`src/hw/gls_pkg.sv`:
```
// Package: register map, field layout and code tables of the gain config block
package gls_pkg;
  // ----------------------------------------------------------------
  // Register offsets (byte addresses)
  // ----------------------------------------------------------------
  localparam logic [7:0] OFS_CEIL_SETPT = 8'h00;
  localparam logic [7:0] OFS_ORDER_THR = 8'h04;
  localparam logic [7:0] OFS_STATUS = 8'h08;
  // ----------------------------------------------------------------
  // Field positions
  // ----------------------------------------------------------------
  localparam int DIG_CEIL_LSB = 6;
  localparam int FRONT_CEIL_LSB = 3;
  localparam int SETPT_LSB = 0;
  localparam int ORDER_BIT = 6;
  localparam int REL_THR_LSB = 4;
  localparam int ABS_THR_LSB = 0;
  // ----------------------------------------------------------------
  // Reset values
  // ----------------------------------------------------------------
  localparam logic [1:0] DIG_CEIL_RST = 2'h0;
  localparam logic [2:0] FRONT_CEIL_RST = 3'h0;
  localparam logic [2:0] SETPT_RST = 3'h3;
  localparam logic ORDER_RST = 1'b1;
  localparam logic [1:0] REL_THR_RST = 2'h0;
  localparam logic [3:0] ABS_THR_RST = 4'h0;
  // ----------------------------------------------------------------
  // Code tables
  // ----------------------------------------------------------------
  localparam logic [1:0] REL_OFF = 2'h0;
  localparam logic [3:0] ABS_OFF = 4'h8;
  localparam logic [7:0] REL_RISE_DB [4] = '{8'h00, 8'h06, 8'h0a, 8'h0e};
  localparam logic [7:0] SETPT_DB [8] =
    '{8'h18, 8'h1b, 8'h1e, 8'h21, 8'h24, 8'h26, 8'h28, 8'h2a};
endpackage

```
`src/hw/gls_busy_eval.sv`:
```
// Carrier sense evaluation from relative rise and absolute level
`timescale 1ns/10ps
module gls_busy_eval (
  input wire logic [8:0] level_db,
  input wire logic [8:0] baseline_db,
  input wire logic [7:0] setpoint_db,
  input wire logic [1:0] busy_channel_rise_threshold,
  input wire logic [3:0] busy_channel_level_threshold,
  output logic rise_hit,
  output logic level_hit,
  output logic busy
);
  logic [9:0] rise;
  logic signed [10:0] thr;
  logic signed [10:0] lvl;
  logic rise_en;
  logic level_en;

  always_comb
  begin
    rise = {1'b0, level_db} - {1'b0, baseline_db};
    rise_en = busy_channel_rise_threshold != gls_pkg::REL_OFF;
    rise_hit = rise_en && !rise[9] &&
      (rise >= {2'b00,
      gls_pkg::REL_RISE_DB[busy_channel_rise_threshold]});
    // Signed offset in 1 dB steps around the setpoint
    thr = $signed({3'b000, setpoint_db}) +
      {{7{busy_channel_level_threshold[3]}},
      busy_channel_level_threshold};
    lvl = $signed({2'b00, level_db});
    level_en = busy_channel_level_threshold != gls_pkg::ABS_OFF;
    level_hit = level_en && (lvl >= thr);
    busy = rise_hit || level_hit;
  end
endmodule

```
`src/hw/gls_cfg.sv`:
```
// Gain ceiling, setpoint and carrier sense configuration block on APB
//
// Implementation choices: the placing of the registers and register access over APB.
`timescale 1ns/10ps
// Functional notes
// - Digital gain code drops top 0..3 settings
// - Front amp code lowers combined gain ceiling
// - Setpoint code picks 24..42 dB target
// - Order bit 1: cut first amp first
// - Order bit 0: second amp to minimum first
// - Rise code asserts busy at 6/10/14 dB
// - Rise code zero disables rise criterion
// - Signed level threshold relative to setpoint
// - Level code 1000 disables level criterion
// - Level compared as amplitude plus gain cut
module gls_cfg #(
  parameter int GW = 3,
  parameter int DW = 3
) (
  input wire logic pclk,
  input wire logic presetn,
  input wire logic psel,
  input wire logic penable,
  input wire logic pwrite,
  input wire logic [7:0] paddr,
  input wire logic [31:0] pwdata,
  input wire logic [3:0] pstrb,
  output logic [31:0] prdata,
  output logic pready,
  output logic pslverr,
  input wire logic dig_step_up,
  input wire logic dig_step_down,
  input wire logic front_step_up,
  input wire logic front_step_down,
  input wire logic [7:0] chan_amp_db,
  input wire logic [7:0] gain_cut_db,
  input wire logic busy_restart,
  output logic [DW-1:0] dig_gain,
  output logic [GW-1:0] amp1_gain,
  output logic [GW-1:0] amp2_gain,
  output logic [7:0] amplitude_setpoint_db,
  output logic carrier_sense
);
  // ----------------------------------------------------------------
  // State
  // ----------------------------------------------------------------
  localparam logic [DW-1:0] DIG_TOP = '1;
  localparam logic [GW:0] FRONT_TOP = {1'b0, {GW{1'b1}}} << 1;

  typedef struct packed {
    logic [1:0] digital_gain_ceiling;
    logic [2:0] front_amp_gain_ceiling;
    logic [2:0] amplitude_setpoint;
    logic gain_reduction_order;
    logic [1:0] busy_channel_rise_threshold;
    logic [3:0] busy_channel_level_threshold;
    logic [DW-1:0] dig;
    logic [GW-1:0] amp1;
    logic [GW-1:0] amp2;
    logic [8:0] baseline;
    logic [7:0] setpt_db;
    logic busy;
    logic rise_hit;
    logic level_hit;
    logic [31:0] rdata;
    logic err;
  } gls_state_s;

  gls_state_s st;
  gls_state_s next_st;

  logic setup;
  logic wr;
  logic [7:0] reg0;
  logic [7:0] reg1;
  logic [31:0] stat;
  logic [DW-1:0] dig_max;
  logic [GW:0] front_max;
  logic [GW-1:0] step_amp1;
  logic [GW-1:0] step_amp2;
  logic [8:0] level;
  logic ev_rise;
  logic ev_level;
  logic ev_busy;

  // ----------------------------------------------------------------
  // Limits and level scale
  // ----------------------------------------------------------------
  always_comb
  begin
    dig_max = DIG_TOP - DW'(st.digital_gain_ceiling);
    front_max = FRONT_TOP - (GW+1)'(st.front_amp_gain_ceiling);
    // Gain cut added back so the scale is the amplitude without cuts
    level = {1'b0, chan_amp_db} + {1'b0, gain_cut_db};
  end

  gls_order_step #(
    .GW(GW)
  ) u_order (
    .amp1_gain(st.amp1),
    .amp2_gain(st.amp2),
    .front_max(front_max),
    .gain_reduction_order(st.gain_reduction_order),
    .step_down(front_step_down),
    .step_up(front_step_up),
    .next_amp1(step_amp1),
    .next_amp2(step_amp2)
  );

  gls_busy_eval u_busy (
    .level_db(level),
    .baseline_db(st.baseline),
    .setpoint_db(st.setpt_db),
    .busy_channel_rise_threshold(st.busy_channel_rise_threshold),
    .busy_channel_level_threshold(st.busy_channel_level_threshold),
    .rise_hit(ev_rise),
    .level_hit(ev_level),
    .busy(ev_busy)
  );

  // ----------------------------------------------------------------
  // Register images
  // ----------------------------------------------------------------
  always_comb
  begin
    reg0 = '0;
    reg0[gls_pkg::DIG_CEIL_LSB +: 2] = st.digital_gain_ceiling;
    reg0[gls_pkg::FRONT_CEIL_LSB +: 3] = st.front_amp_gain_ceiling;
    reg0[gls_pkg::SETPT_LSB +: 3] = st.amplitude_setpoint;
    // Bit 7 of the second register is reserved and reads zero
    reg1 = '0;
    reg1[gls_pkg::ORDER_BIT] = st.gain_reduction_order;
    reg1[gls_pkg::REL_THR_LSB +: 2] = st.busy_channel_rise_threshold;
    reg1[gls_pkg::ABS_THR_LSB +: 4] = st.busy_channel_level_threshold;
    stat = '0;
    stat[0] = st.busy;
    stat[1] = st.rise_hit;
    stat[2] = st.level_hit;
    stat[8 +: DW] = st.dig;
    stat[16 +: GW] = st.amp1;
    stat[24 +: GW] = st.amp2;
  end

  // ----------------------------------------------------------------
  // Next state
  // ----------------------------------------------------------------
  always_comb
  begin
    next_st = st;
    setup = psel && !penable;
    wr = psel && penable && pwrite && pstrb[0];
    // Read data and error are fixed in the setup cycle so both come
    // from flops during the single access cycle
    if (setup)
    begin
      next_st.err = 1'b0;
      next_st.rdata = '0;
      unique case (paddr)
        gls_pkg::OFS_CEIL_SETPT:
          next_st.rdata = {24'h000000, reg0};
        gls_pkg::OFS_ORDER_THR:
          next_st.rdata = {24'h000000, reg1};
        gls_pkg::OFS_STATUS:
        begin
          next_st.rdata = stat;
          next_st.err = pwrite;
        end
        default:
          next_st.err = 1'b1;
      endcase
    end
    if (wr && paddr == gls_pkg::OFS_CEIL_SETPT)
    begin
      next_st.digital_gain_ceiling =
        pwdata[gls_pkg::DIG_CEIL_LSB +: 2];
      next_st.front_amp_gain_ceiling =
        pwdata[gls_pkg::FRONT_CEIL_LSB +: 3];
      next_st.amplitude_setpoint = pwdata[gls_pkg::SETPT_LSB +: 3];
    end
    if (wr && paddr == gls_pkg::OFS_ORDER_THR)
    begin
      next_st.gain_reduction_order = pwdata[gls_pkg::ORDER_BIT];
      next_st.busy_channel_rise_threshold =
        pwdata[gls_pkg::REL_THR_LSB +: 2];
      next_st.busy_channel_level_threshold =
        pwdata[gls_pkg::ABS_THR_LSB +: 4];
    end
    next_st.setpt_db = gls_pkg::SETPT_DB[st.amplitude_setpoint];

    // Digital gain: a ceiling lowered under the current gain pulls it
    // down at once instead of waiting for the next step request
    if (st.dig > dig_max)
      next_st.dig = dig_max;
    else if (dig_step_down && st.dig != '0)
      next_st.dig = st.dig - 1'b1;
    else if (dig_step_up && st.dig < dig_max)
      next_st.dig = st.dig + 1'b1;

    next_st.amp1 = step_amp1;
    next_st.amp2 = step_amp2;

    // The rise reference is the level at the start of listening
    if (busy_restart)
      next_st.baseline = level;
    next_st.rise_hit = ev_rise && !busy_restart;
    next_st.level_hit = ev_level;
    next_st.busy = (ev_rise && !busy_restart) || ev_level;
  end

  // ----------------------------------------------------------------
  // State register
  // ----------------------------------------------------------------
  always_ff @(posedge pclk or negedge presetn)
  begin
    if (!presetn)
    begin
      st.digital_gain_ceiling <= gls_pkg::DIG_CEIL_RST;
      st.front_amp_gain_ceiling <= gls_pkg::FRONT_CEIL_RST;
      st.amplitude_setpoint <= gls_pkg::SETPT_RST;
      st.gain_reduction_order <= gls_pkg::ORDER_RST;
      st.busy_channel_rise_threshold <= gls_pkg::REL_THR_RST;
      st.busy_channel_level_threshold <= gls_pkg::ABS_THR_RST;
      st.dig <= '0;
      st.amp1 <= '0;
      st.amp2 <= '0;
      st.baseline <= '0;
      st.setpt_db <= gls_pkg::SETPT_DB[gls_pkg::SETPT_RST];
      st.busy <= 1'b0;
      st.rise_hit <= 1'b0;
      st.level_hit <= 1'b0;
      st.rdata <= '0;
      st.err <= 1'b0;
    end
    else
    begin
      st <= next_st;
    end
  end

  // ----------------------------------------------------------------
  // Outputs
  // ----------------------------------------------------------------
  assign pready = 1'b1;
  assign prdata = st.rdata;
  assign pslverr = st.err && psel && penable;
  assign dig_gain = st.dig;
  assign amp1_gain = st.amp1;
  assign amp2_gain = st.amp2;
  assign amplitude_setpoint_db = st.setpt_db;
  assign carrier_sense = st.busy;
endmodule

```
`src/hw/gls_order_step.sv`:
```
// Front amplifier gain stepping with selectable reduction order
`timescale 1ns/10ps
module gls_order_step #(
  parameter int GW = 3
) (
  input wire logic [GW-1:0] amp1_gain,
  input wire logic [GW-1:0] amp2_gain,
  input wire logic [GW:0] front_max,
  input wire logic gain_reduction_order,
  input wire logic step_down,
  input wire logic step_up,
  output logic [GW-1:0] next_amp1,
  output logic [GW-1:0] next_amp2
);
  localparam logic [GW-1:0] TOP = '1;
  logic [GW:0] sum;
  logic down;

  always_comb
  begin
    sum = {1'b0, amp1_gain} + {1'b0, amp2_gain};
    // Sitting above the ceiling forces a step down
    down = step_down || (sum > front_max);
    next_amp1 = amp1_gain;
    next_amp2 = amp2_gain;
    if (down)
    begin
      if (gain_reduction_order)
      begin
        if (amp1_gain != '0)
          next_amp1 = amp1_gain - 1'b1;
        else if (amp2_gain != '0)
          next_amp2 = amp2_gain - 1'b1;
      end
      else
      begin
        if (amp2_gain != '0)
          next_amp2 = amp2_gain - 1'b1;
        else if (amp1_gain != '0)
          next_amp1 = amp1_gain - 1'b1;
      end
    end
    else if (step_up && (sum < front_max))
    begin
      // Gain comes back in the reverse of the order it was given up
      if (gain_reduction_order)
      begin
        if (amp2_gain != TOP)
          next_amp2 = amp2_gain + 1'b1;
        else
          next_amp1 = amp1_gain + 1'b1;
      end
      else
      begin
        if (amp1_gain != TOP)
          next_amp1 = amp1_gain + 1'b1;
        else
          next_amp2 = amp2_gain + 1'b1;
      end
    end
  end
endmodule

```
`config.mk`:
```
export PLATFORM = sky130hd
export DESIGN_NAME = gls_cfg
export DESIGN_NICKNAME = d
export VERILOG_FILES = /design/src/hw/gls_pkg.sv /design/src/hw/gls_busy_eval.sv /design/src/hw/gls_cfg.sv /design/src/hw/gls_order_step.sv
export SDC_FILE = /design/constraint.sdc
export NUM_CORES = 1
export LEC_CHECK = 0
export ABC_AREA = 1
export BUFFER_PORTS_ARGS = -buffer_cell sky130_fd_sc_hd__buf_2
export CAP_MARGIN = 20
export CORE_UTILIZATION = 46
export DETAILED_ROUTE_END_ITERATION = 10
export HOLD_SLACK_MARGIN = 0.12
export PLACE_DENSITY_LB_ADDON = 0.08
export SYNTH_ARGS = -nofsm -noshare
export SYNTH_HDL_FRONTEND = slang
export SYNTH_HIERARCHICAL = 1
export SYNTH_SLANG_ARGS = --single-unit
```
`constraint.sdc`:
```
create_clock -name pclk -period 4.1 [get_ports pclk]
set_input_delay 0.205 -clock pclk [delete_from_list [all_inputs] [get_ports pclk]]
set_output_delay 0.205 -clock pclk [all_outputs]
set_load 0.02 [all_outputs]
```
## Word-level counts from Yosys, hierarchy flattened

Memories as Yosys holds them, arrays and structs flattened. A register that Yosys moved wholly into a read port is not among the register bits.
Index checks and enable logic that the tools add are counted.

| storage, ports and cells | value |
|---|---|
| bits in read-only memories | 64 |
| memories kept | 1 |
| flip-flop bits (word level) | 69 |
| input port bits | 70 |
| word-level logic and storage cells | 103 |
| output and inout port bits | 52 |

Memories:

| name | words | bits a word | read ports | clocked after memory_dff | wr ports | line | RTL |
|---|---|---|---|---|---|---|---|
| (no name shown) | 8 | 8 | 1 | 1 | 0 | gls_cfg.sv:188 | `next_st.setpt_db = gls_pkg::SETPT_DB[st.amplitude_setpoint];` |

| operators by class | value |
|---|---|
| multiplexer cells | 24 |
| reductions and logical operators | 32 |
| magnitude comparators | 7 |
| add/sub/neg operators | 12 |
| bitwise logic cells | 2 |
| eq/ne operators | 10 |

Operators with widths:

| operator | number |
|---|---|
| $pmux 27 s3 | 1 |
| $mux 3 | 19 |
| $bmux 8 s2 | 1 |
| $mux 8 | 2 |
| $logic_and 1x1->1 | 15 |
| $reduce_bool 3->1 | 5 |
| $ne 3x3->1 const B | 4 |
| $ge 10x11->1 | 1 |
| $add 9x4->10 | 1 |
| $ge 10x8->1 | 1 |
| $sub 9x9->10 | 1 |
| $add 3x1->3 const B | 3 |
| $add 8x8->9 | 1 |
| $sub 3x1->3 const B | 3 |
| $eq 8x3->1 const B | 1 |
| $eq 8x4->1 const B | 1 |
| $logic_not 8->1 | 1 |
| $reduce_and 4->1 | 2 |
| $ne 3x2->1 const B | 2 |
| $add 3x3->4 | 1 |
| $gt 4x4->1 | 1 |
| $logic_not 1->1 | 4 |
| $lt 4x4->1 | 1 |
| $ne 4x4->1 const B | 1 |
| other kinds (12) | 14 |

## Logic depth before layout (Yosys ltp)

Gate-level depths: netlist (run 1).

| logic depth | value |
|---|---|
| word-level depth | 8 |
| mapped depth | 22 |
| depth with buffers taken out | 22 |

## Cells and area by module

The synthesis (run 1) kept the hierarchy.

Modules (own cells, without submodules):

| module | area each (µm²) | instances | cells each |
|---|---|---|---|
| gls_cfg | 3447.1 | 1 | 410 |
| gls_busy_eval | 1251.2 | 1 | 216 |
| gls_order_step | 904.6 | 1 | 175 |

## Worst setup path after synthesis (run 1)

OpenSTA, ideal clock, no wires.

| timing | value |
|---|---|
| kind | input to register |
| start point | input port chan_amp_db[0] |
| end point | register st, in the netlist carrier_sense |
| stages | 22 |
| setup time | 0.127 ns |
| arrival | 2.920 ns |
| path slack | 1.052 ns |
| cells stage by stage | ha_1 fa_1 xor2_1 ha_1 nand2_1 nand3_2 xnor2_1 inv_1 ha_1 nand2_1 inv_1 nand2_1 nand2_1 nor2_1 nand3_1 nor2_1 nand4_1 nand2_1 inv_1 inv_1 nor2_1 or2_2 |

RTL lines:

| item | line | RTL |
|---|---|---|
| start, declared | gls_cfg.sv:35 | `input wire logic [7:0] chan_amp_db,` |
| end signal, assigned | gls_cfg.sv:236 | `st <= next_st;` |
| end, declared | gls_cfg.sv:69 | `gls_state_s st;` |

==> impl_metrics.env, run 1 <==
export IMPL_hp_start="pwdata[7]"
export IMPL_htreeDepth=3
export IMPL_swShare=0.437
export IMPL_fillers=1171
export IMPL_p_per_area_nw_per_um2=453
export IMPL_layout_drive_gt1_share=0.166
export IMPL_critPathMaxFanout=4
export IMPL_via_per_inst=4.80
export IMPL_intPower_mw=1.55
export IMPL_syn_area_per_cell_um2=7.00
export IMPL_numCtsBuffers=9
export IMPL_hold_ws_ns=0.127
export IMPL_hold_viol_final=0
export IMPL_clkSlewWorstSetupHoldPaths_ns=0.06
export IMPL_finalCriticalPeriod_ns=3.25
export IMPL_core_area_um2=11700
export IMPL_worst_pin_slew_ns=0.633
export IMPL_max_freq_mhz=308
export IMPL_hp_class="input port to register"
export IMPL_rsz0062_at_grt="no"
export IMPL_clockPowerShare=0.254
export IMPL_slew_headroom=0.578
export IMPL_instances_no_fill=997
export IMPL_clockBufferDepth=2
export IMPL_maxSlewViolCount=0
export IMPL_violations="design-rule violations"
export IMPL_vias=4786
export IMPL_arrival_ns=3.46
export IMPL_r2r_start="amplitude_setpoint_db[0]"
export IMPL_cts_tree="built"
export IMPL_syn_cell_area_um2=5600
export IMPL_grt_use_total=0.203
export IMPL_timing_rr_end="carrier_sense"
export IMPL_clkSinkCount=60
export IMPL_maxCapViolCount=0
export IMPL_drt_iter0_markers=246
export IMPL_crit_type="register to register"
export IMPL_multi_input_area_um2=3290
export IMPL_outcome="finished, violations left"
export IMPL_use_met3=0.0362
export IMPL_yosysWarnings=6
export IMPL_reg2reg_depth=18
export IMPL_rows=39
export IMPL_hpwl_um=9610
export IMPL_busiest_layer="met2"
export IMPL_dieWidth_um=112
export IMPL_start_util=0.480
export IMPL_rrSetupSlack_ns=0.85
export IMPL_combPwrFrac=0.465
export IMPL_min_path_cells=3
export IMPL_end_kind="register"
export IMPL_drt_wl_total_um=12000
export IMPL_pin_count=122
export IMPL_start_kind="register"
export IMPL_gr_usage_met2=0.323
export IMPL_die_area_um2=12600
export IMPL_antenna_found_initial=0
export IMPL_ant_nets=0
export IMPL_layout_nets=984
export IMPL_gr_total_overflow=0
export IMPL_switchingPower_mw=1.20
export IMPL_final_common_cell="nand2_1"
export IMPL_synth_cells=800
export IMPL_seq_area_um2=1510
export IMPL_setup_tns_ns=0
export IMPL_grt_max_degree=40
export IMPL_clk_latency_ns=0.33
export IMPL_met1_usage=0.285
export IMPL_wl_per_cell_um=12.0
export IMPL_post_route_period_util=0.793
export IMPL_ctsResizeCount=0
export IMPL_io_buffers=76
export IMPL_grt_pass1_vias=4400
export IMPL_final_cell_mix="305 x nand2_1, 109 x inv_1, 76 x buf_2"
export IMPL_dpl_cell_count=980
export IMPL_ir_drop_uv=301
export IMPL_drc_errors=7
export IMPL_finalClockSkew_ns=0.00293
export IMPL_seq_power_share=0.281
export IMPL_finalSetupViolations=0
export IMPL_p_leak_nw=3.54
export IMPL_antenna_cells=0
export IMPL_first_pass_iters=10
export IMPL_required_ns=4.31
export IMPL_grt_pass1_wl_um=20600
export IMPL_holdPathEnd="reg0[7]"
export IMPL_syn_to_final_growth_pct=8.69
export IMPL_globalplace_congestion=0.883
export IMPL_die_h_um=112
export IMPL_cts_root_buffer="clkbuf_16"
state kept, by name, summed over array words and instances, names as in the netlist:
register,cells
amp1_gain,3
amp2_gain,3
amplitude_setpoint_db,6
carrier_sense,1
dig_gain,3
prdata,17
reg0,8
reg1,7
st,12
power by group through the flow:
stage,sequential (mW),combinational [mW],clock (mW)
5_1_grt,0.792,1.49,0.736
2_1_floorplan,0.746,1.07,0
3_3_place_gp,0.783,1.25,0
3_5_place_dp,0.787,1.28,0
4_1_cts,0.777,1.29,0.718
6_report,0.776,1.28,0.699
area by class of cell:
class / count / area share
clock buffers: 9 / 0.0370
clock inverters: 7 / 0.00863
inverters: 113 / 0.0705
multi-input cells: 587 / 0.541
flip-flops and latches: 60 / 0.248
well taps: 143 / 0.0294
repair buffers: 78 / 0.0654
worst max-delay path by stage:
stage | from | endpoint | slack [ns] | cells after the start
after detailed placement | chan_amp_db[0] | carrier_sense | 0.56 | 23
after CTS | amplitude_setpoint_db[0] | carrier_sense | 0.84 | 18
after global routing | chan_amp_db[0] | carrier_sense | 0.60 | 23
after floorplan | chan_amp_db[0] | carrier_sense | 1.07 | 22
after global placement | chan_amp_db[0] | carrier_sense | 0.59 | 23
final | amplitude_setpoint_db[0] | carrier_sense | 0.85 | 18
what timing repair did:
| item | CTS | global route |
|---|---|---|
| hold buffers | 1 | 0 |
| hold endpoints to repair | 17 | 0 |
| setup buffers | 0 | 0 |
stage by stage:
step / instance area (um^2) / power, mW / util / setup slack, ns
4_1_cts: 6090 / 2.78 / 0.522 / 0.836
3_5_place_dp: 5800 / 2.07 / 0.497 / 0.564
5_1_grt: 6090 / 3.02 / 0.522 / 0.605
3_3_place_gp: 5800 / 2.03 / 0.497 / 0.590
6_report: 6090 / 2.76 / 0.522 / 0.848
2_1_floorplan: 5670 / 1.82 / - / 1.07
per-layer routing:
metal	wire length, um	vias up
met5	0	-
met4	98	0
met3	390	7
met2	5360	89
met1	6110	2155
li1	-	2535
critical path: stages, from the launching register on:
cell and delay [ns]:
dfstp_2 0.54, ha_1 0.23, inv_1 0.08, fa_1 0.43, o21ai_2 0.23, a21oi_1 0.09, o21ai_1 0.15, xor2_1 0.19
ha_1 0.27, a21o_1 0.19, nor2_1 0.09, nand2_1 0.05, nand2_1 0.05, nand2_1 0.05, nand2_1 0.05, nand3_1 0.07
nand2_1 0.06, inv_1 0.04, or2_2 0.28
Power figures use the tool's default switching activity.
==> run 2, diff against run 1 <==
==> constraint.sdc (replaced) <==
create_clock -name pclk -period 2.8 [get_ports pclk]
set_input_delay 0.14 -clock pclk [delete_from_list [all_inputs] [get_ports pclk]]
set_output_delay 0.14 -clock pclk [all_outputs]
set_load 0.02 [all_outputs]
==> run 2 against run 1 <==
  * The run ends with design-rule violations, negative setup slack left
  * Maximum frequency up 16%
  * Via count up 3.6%
  * Count of clock-buffer cells in the layout up 3
  * Worst hold slack worse by 0.0012 ns
  * Sequential share of layout area down 1.4 points
  * Total power up 52%
  * Worst setup slack worse by 0.86 ns
  * Global-route usage up 0.92 points
  * Highest routed layer unchanged
==> impl_metrics.env, run 2 (synthesized netlist as in run 1, its figures left out) <==
export IMPL_outcome="finished, violations left"
export IMPL_violations="design-rule violations, negative setup slack"
export IMPL_grt_max_degree=38
export IMPL_p_leak_nw=3.74
export IMPL_max_stage_delay_ns=0.55
export IMPL_setup_slack_ns=-0.0144
export IMPL_crit_type="register to register"
export IMPL_final_cell_mix="304 x nand2_1, 107 x inv_1, 76 x buf_2"
export IMPL_seq_power_share=0.255
export IMPL_crit_family="adder cells"
export IMPL_fillers=1152
export IMPL_maxCapViolCount=0
export IMPL_antenna_cells=0
export IMPL_clockPowerShare=0.247
export IMPL_cts_root_buffer="clkbuf_16"
export IMPL_largest_reg_flops=17
export IMPL_hold_viol_final=0
export IMPL_swShare=0.419
export IMPL_max_freq_mhz=355
export IMPL_final_common_cell="nand2_1"
export IMPL_worst_pin_slew_ns=0.829
export IMPL_end_kind="register"
export IMPL_hpwl_um=10300
export IMPL_start_util=0.480
export IMPL_gr_total_overflow=0
export IMPL_drt_iter0_markers=265
export IMPL_layout_drive_gt1_share=0.204
export IMPL_hp_class="input port to register"
export IMPL_r2r_start="amplitude_setpoint_db[0]"
export IMPL_clockBufferDepth=2
export IMPL_dieWidth_um=112
export IMPL_cts_tree="built"
export IMPL_ir_drop_uv=374
export IMPL_rows=39
export IMPL_grt_use_total=0.212
export IMPL_clkSinkCount=60
export IMPL_arrival_ns=3.03
export IMPL_die_area_um2=12600
export IMPL_io_buffers=76
export IMPL_globalplace_congestion=0.881
export IMPL_die_h_um=112
export IMPL_critical_path_buf_inv_count=2
export IMPL_maxSlewViolCount=0
export IMPL_intPower_mw=2.43
export IMPL_htreeDepth=3
export IMPL_finalClockSkew_ns=0.00999
export IMPL_slew_headroom=0.448
export IMPL_slowest_stage="dfstp_2"
export IMPL_combPwrFrac=0.498
export IMPL_seq_area_um2=1510
export IMPL_rsz0062_at_grt="yes"
export IMPL_path_cells="ha_4 -> inv_2 -> fa_2 -> o21ai_2 -> a21oi_1 -> o21ai_1 -> xor2_1 -> ha_1 -> a21o_1 -> nor2_1 -> nand2_1 -> nand2_1 -> nand2_1 -> nand2_1 -> nand3_1 -> nand2_1 -> inv_2 -> or2_4"
export IMPL_clk_latency_ns=0.34
export IMPL_total_power_mw=4.18
export IMPL_finalCriticalPeriod_ns=2.81
export IMPL_wl_per_cell_um=12.1
export IMPL_clkSlewWorstSetupHoldPaths_ns=0.06
export IMPL_layout_nets=1023
export IMPL_core_area_um2=11700
export IMPL_grt_pass1_vias=4746
export IMPL_hp_start="pwdata[5]"
export IMPL_post_route_period_util=1.01
export IMPL_finalSetupViolations=1
export IMPL_vias=4959
export IMPL_grt_pass1_wl_um=21600
export IMPL_ant_nets=0
export IMPL_pin_count=122
export IMPL_critPathMaxFanout=2
export IMPL_cpMostUsedCell="nand2_1"
export IMPL_multi_input_area_um2=3340
export IMPL_numCtsBuffers=9
export IMPL_switchingPower_mw=1.75
export IMPL_syn_to_final_growth_pct=15.2
export IMPL_antenna_found_initial=0
export IMPL_first_pass_iters=7
export IMPL_pre_cts_ws_ns=-0.290
export IMPL_setup_worst_path_start="amplitude_setpoint_db[0]"
export IMPL_via_per_inst=4.79
export IMPL_drc_errors=7
export IMPL_drt_wl_total_um=12500
export IMPL_start_kind="register"
export IMPL_required_ns=3.02
export IMPL_hold_ws_ns=0.125
export IMPL_p_per_area_nw_per_um2=648
## run 2: area by class of cell
type | count | area share
clock inverter | 4 | 0.00388
timing repair buffer | 117 | 0.110
multi-input combinational | 587 | 0.518
tap | 143 | 0.0277
sequential | 60 | 0.234
clock buffer | 12 | 0.0398
inverter | 113 | 0.0665
## run 2: power by group through the flow
stage	clock (mW)	combinational (mW)	sequential, mW
after global placement	0	2.03	1.08
after floorplan	0	1.59	1.09
after detailed placement	0	2.06	1.08
after CTS	1.06	2.09	1.07
final	1.03	2.08	1.06
after global routing	1.09	2.41	1.08
## run 2: metal layers
layer / track usage / part of all wire / vias up
met1: 0.288 / 0.49 / 2238
met4: 0.0409 / 0.0074 / 0
met3: 0.0400 / 0.046 / 10
met2: 0.355 / 0.46 / 102
met5: 0 / 0 / -
li1: - / - / 2609
## run 2: per-stage QoR
step,instance area [um^2],cells,setup TNS [ns],utilization
after floorplan,5710,819,0,-
after global placement,6060,1010,-0.191,0.520
after detailed placement,6060,1010,-0.411,0.520
after CTS,6440,1036,-0.0399,0.553
after global routing,6450,1036,-0.305,0.553
final,6450,1036,-0.0144,0.553
## run 2: worst paths after layout
| path | endpoint | slack (ns) | cells after the start |
|---|---|---|---|
| setup reg to reg | carrier_sense | -0.01 | 18 |
| hold / removal | reg0[5] | 0.13 | 3 |
| setup / recovery | carrier_sense | -0.01 | 18 |
| min in group asynchronous | amplitude_setpoint_db[4] | 0.44 | 2 |
| hold reg to reg | prdata[6] | 0.47 | 2 |
| max in group asynchronous | reg1[6] | 1.57 | 3 |
## run 2: worst register-to-register path, delay by kind of cell, from the launching register on
family	cells	cell delay (ns)
and+or+nand+nor	8	0.66
xor gates and xnor gates	1	0.16
AOI/OAI and AO/OA	4	0.54
buffers and inverters	2	0.07
DFF	1	0.55
adders and majority gates	3	0.74
## run 2: repair_timing
action | in CTS | in global routing
hold buffers | 9 | 0
pin swaps | 5 | 3
setup endpoints to repair | 2 | 2
gates resized for setup | 2 | 2
endpoints found under the hold margin | 45 | 0
buffers inserted | 1 | 0
==> run 3, diff against run 2 <==
--- a/config.mk
+++ b/config.mk
@@ -9,6 +9,7 @@
 export BUFFER_PORTS_ARGS = -buffer_cell sky130_fd_sc_hd__buf_2
 export CAP_MARGIN = 20
 export CORE_UTILIZATION = 46
+export CTS_BUF_LIST = sky130_fd_sc_hd__clkbuf_8
 export DETAILED_ROUTE_END_ITERATION = 10
 export HOLD_SLACK_MARGIN = 0.12
 export PLACE_DENSITY_LB_ADDON = 0.08
==> run 3 against run 2 <==
  * The run still ends with design-rule violations, negative setup slack left
  * Cell area shrank 0.87%
  * Worst hold slack improved by 0.016 ns
  * Via count increased by 0.69%
  * Die area unchanged
  * Sequential power about the same
  * Global-route usage unchanged
  * Non-clock buffer count increased by 5
  * Clock skew grew 0.0033 ns
  * Maximum frequency fell by 0.81%
  * Final cell count is 0.48% higher
  * Clock power down 31%
  * Critical path type unchanged
  * Highest routed layer unchanged
==> impl_metrics.env, run 3 (synthesized netlist as in run 1, its figures left out) <==
export IMPL_die_h_um=112
export IMPL_ir_drop_uv=372
export IMPL_hold_ws_ns=0.142
export IMPL_core_area_um2=11700
export IMPL_grt_max_degree=38
export IMPL_max_freq_mhz=352
export IMPL_clk_latency_ns=0.35
export IMPL_outcome="finished, violations left"
export IMPL_clkSinkCount=60
export IMPL_min_path_cells=4
export IMPL_worst_pin_slew_ns=0.825
export IMPL_first_pass_iters=7
export IMPL_wl_met2_um=5780
export IMPL_design_area_um2=6390
export IMPL_grt_use_total=0.212
export IMPL_cpMostUsedCell="nand2_1"
export IMPL_finalClockSkew_ns=0.0133
export IMPL_finalCriticalPeriod_ns=2.84
export IMPL_rsz0062_at_grt="yes"
export IMPL_start_util=0.480
export IMPL_antenna_cells=0
export IMPL_clkSlewWorstSetupHoldPaths_ns=0.07
export IMPL_rows=39
export IMPL_pin_count=122
export IMPL_p_per_area_nw_per_um2=605
export IMPL_end_kind="register"
export IMPL_maxCapViolCount=0
export IMPL_drt_wl_total_um=12600
export IMPL_drc_errors=7
export IMPL_ant_nets=0
export IMPL_wl_met3_um=576
export IMPL_p_leak_nw=3.72
export IMPL_layout_nets=1028
export IMPL_crit_type="register to register"
export IMPL_final_common_cell="nand2_1"
export IMPL_grt_pass1_wl_um=21700
export IMPL_dr_max_layer_used="met4"
export IMPL_path_cells="ha_4 -> inv_2 -> fa_2 -> o21ai_2 -> a21oi_1 -> o21ai_1 -> xor2_1 -> ha_1 -> a21o_1 -> nor2_1 -> nand2_1 -> nand2_1 -> nand2_1 -> nand2_1 -> nand3_1 -> nand2_1 -> inv_2 -> or2_4"
export IMPL_hp_class="input port to register"
export IMPL_max_stage_delay_ns=0.55
export IMPL_syn_to_final_growth_pct=14.2
export IMPL_maxSlewViolCount=0
export IMPL_via_per_inst=4.80
export IMPL_setup_slack_ns=-0.0372
export IMPL_vias=4993
export IMPL_hold_viol_final=0
export IMPL_drt_iter0_markers=244
export IMPL_grt_pass1_vias=4767
export IMPL_placed_cell_area_um2=6060
export IMPL_wl_per_cell_um=12.1
export IMPL_critPathMaxFanout=2
export IMPL_largest_reg_flops=17
export IMPL_gr_total_overflow=0
export IMPL_clockBufferDepth=2
export IMPL_htreeDepth=3
export IMPL_start_kind="register"
export IMPL_slew_headroom=0.450
export IMPL_hpwl_um=10300
export IMPL_post_route_period_util=1.01
export IMPL_setup_tns_ns=-0.0579
export IMPL_cts_tree="built"
export IMPL_finalSetupViolations=2
export IMPL_die_area_um2=12600
export IMPL_cts_root_buffer="clkbuf_8"
export IMPL_slowest_stage="dfstp_2"
export IMPL_wl_met1_um=6170
export IMPL_antenna_found_initial=0
export IMPL_layout_drive_gt1_share=0.204
export IMPL_required_ns=3.03
export IMPL_reg2reg_depth=18
export IMPL_numCtsBuffers=9
export IMPL_arrival_ns=3.07
export IMPL_globalplace_congestion=0.881
export IMPL_io_buffers=76
export IMPL_final_cell_mix="304 x nand2_1, 108 x inv_1, 76 x buf_2"
export IMPL_dieWidth_um=112
export IMPL_violations="design-rule violations, negative setup slack"
[run 3: final timing paths]
check | start | endpoint | slack (ns)
max | amplitude_setpoint_db[0] | carrier_sense | -0.04
min | penable | prdata[5] | 0.14
max reg2reg | amplitude_setpoint_db[0] | carrier_sense | -0.04
min reg2reg | prdata[6] | prdata[6] | 0.47
max in group asynchronous | presetn | reg1[6] | 1.59
min in group asynchronous | presetn | amplitude_setpoint_db[4] | 0.42
[run 3: layer usage]
layer	GRT usage	up-vias
met5	0	-
met3	0.0356	9
li1	-	2617
met2	0.356	107
met1	0.290	2260
met4	0.0436	0
[run 3: final cells by class]
class	instances	area [um^2]
Fill cell	1160	5270
Inverter	113	429
Clock buffer	11	151
Sequential cell	60	1510
Timing Repair Buffer	122	759
Tap cell	143	179
Clock inverter	5	28.8
Multi-Input combinational cell	587	3340
[run 3: repair_timing]
action	4_1_cts	5_1_grt
pin swaps	5	3
resized for setup	2	2
setup endpoints to repair	2	2
endpoints found under the hold margin	58	0
cloned	0	0
buffers inserted	1	2
hold buffers	12	0
[run 3: metrics by stage]
step	worst slack [ns]	power (mW)	utilization	std cells
5_1_grt	-0.215	4.27	0.548	1041
3_3_place_gp	-0.191	3.10	0.520	1010
6_report	-0.0372	3.87	0.548	1041
4_1_cts	-0.0398	3.90	0.547	1039
2_1_floorplan	0.000105	2.68	-	819
3_5_place_dp	-0.290	3.14	0.520	1010
[run 3: report_power, final]
part           switching [mW]  internal [mW]
registers               0.100          0.964
logic                    1.27          0.830
clock network           0.347          0.363
total                    1.71           2.16
[run 3: worst max-delay path, delay by kind of cell (launching register included)]
| kind | cells | cell delay [ns] |
|---|---|---|
| adders and majority gates | 3 | 0.73 |
| and+or+nand+nor | 8 | 0.66 |
| DFF | 1 | 0.55 |
| AOI/OAI and AO/OA | 4 | 0.54 |
| xor gates and xnor gates | 1 | 0.16 |
| buffers and inverters | 2 | 0.07 |
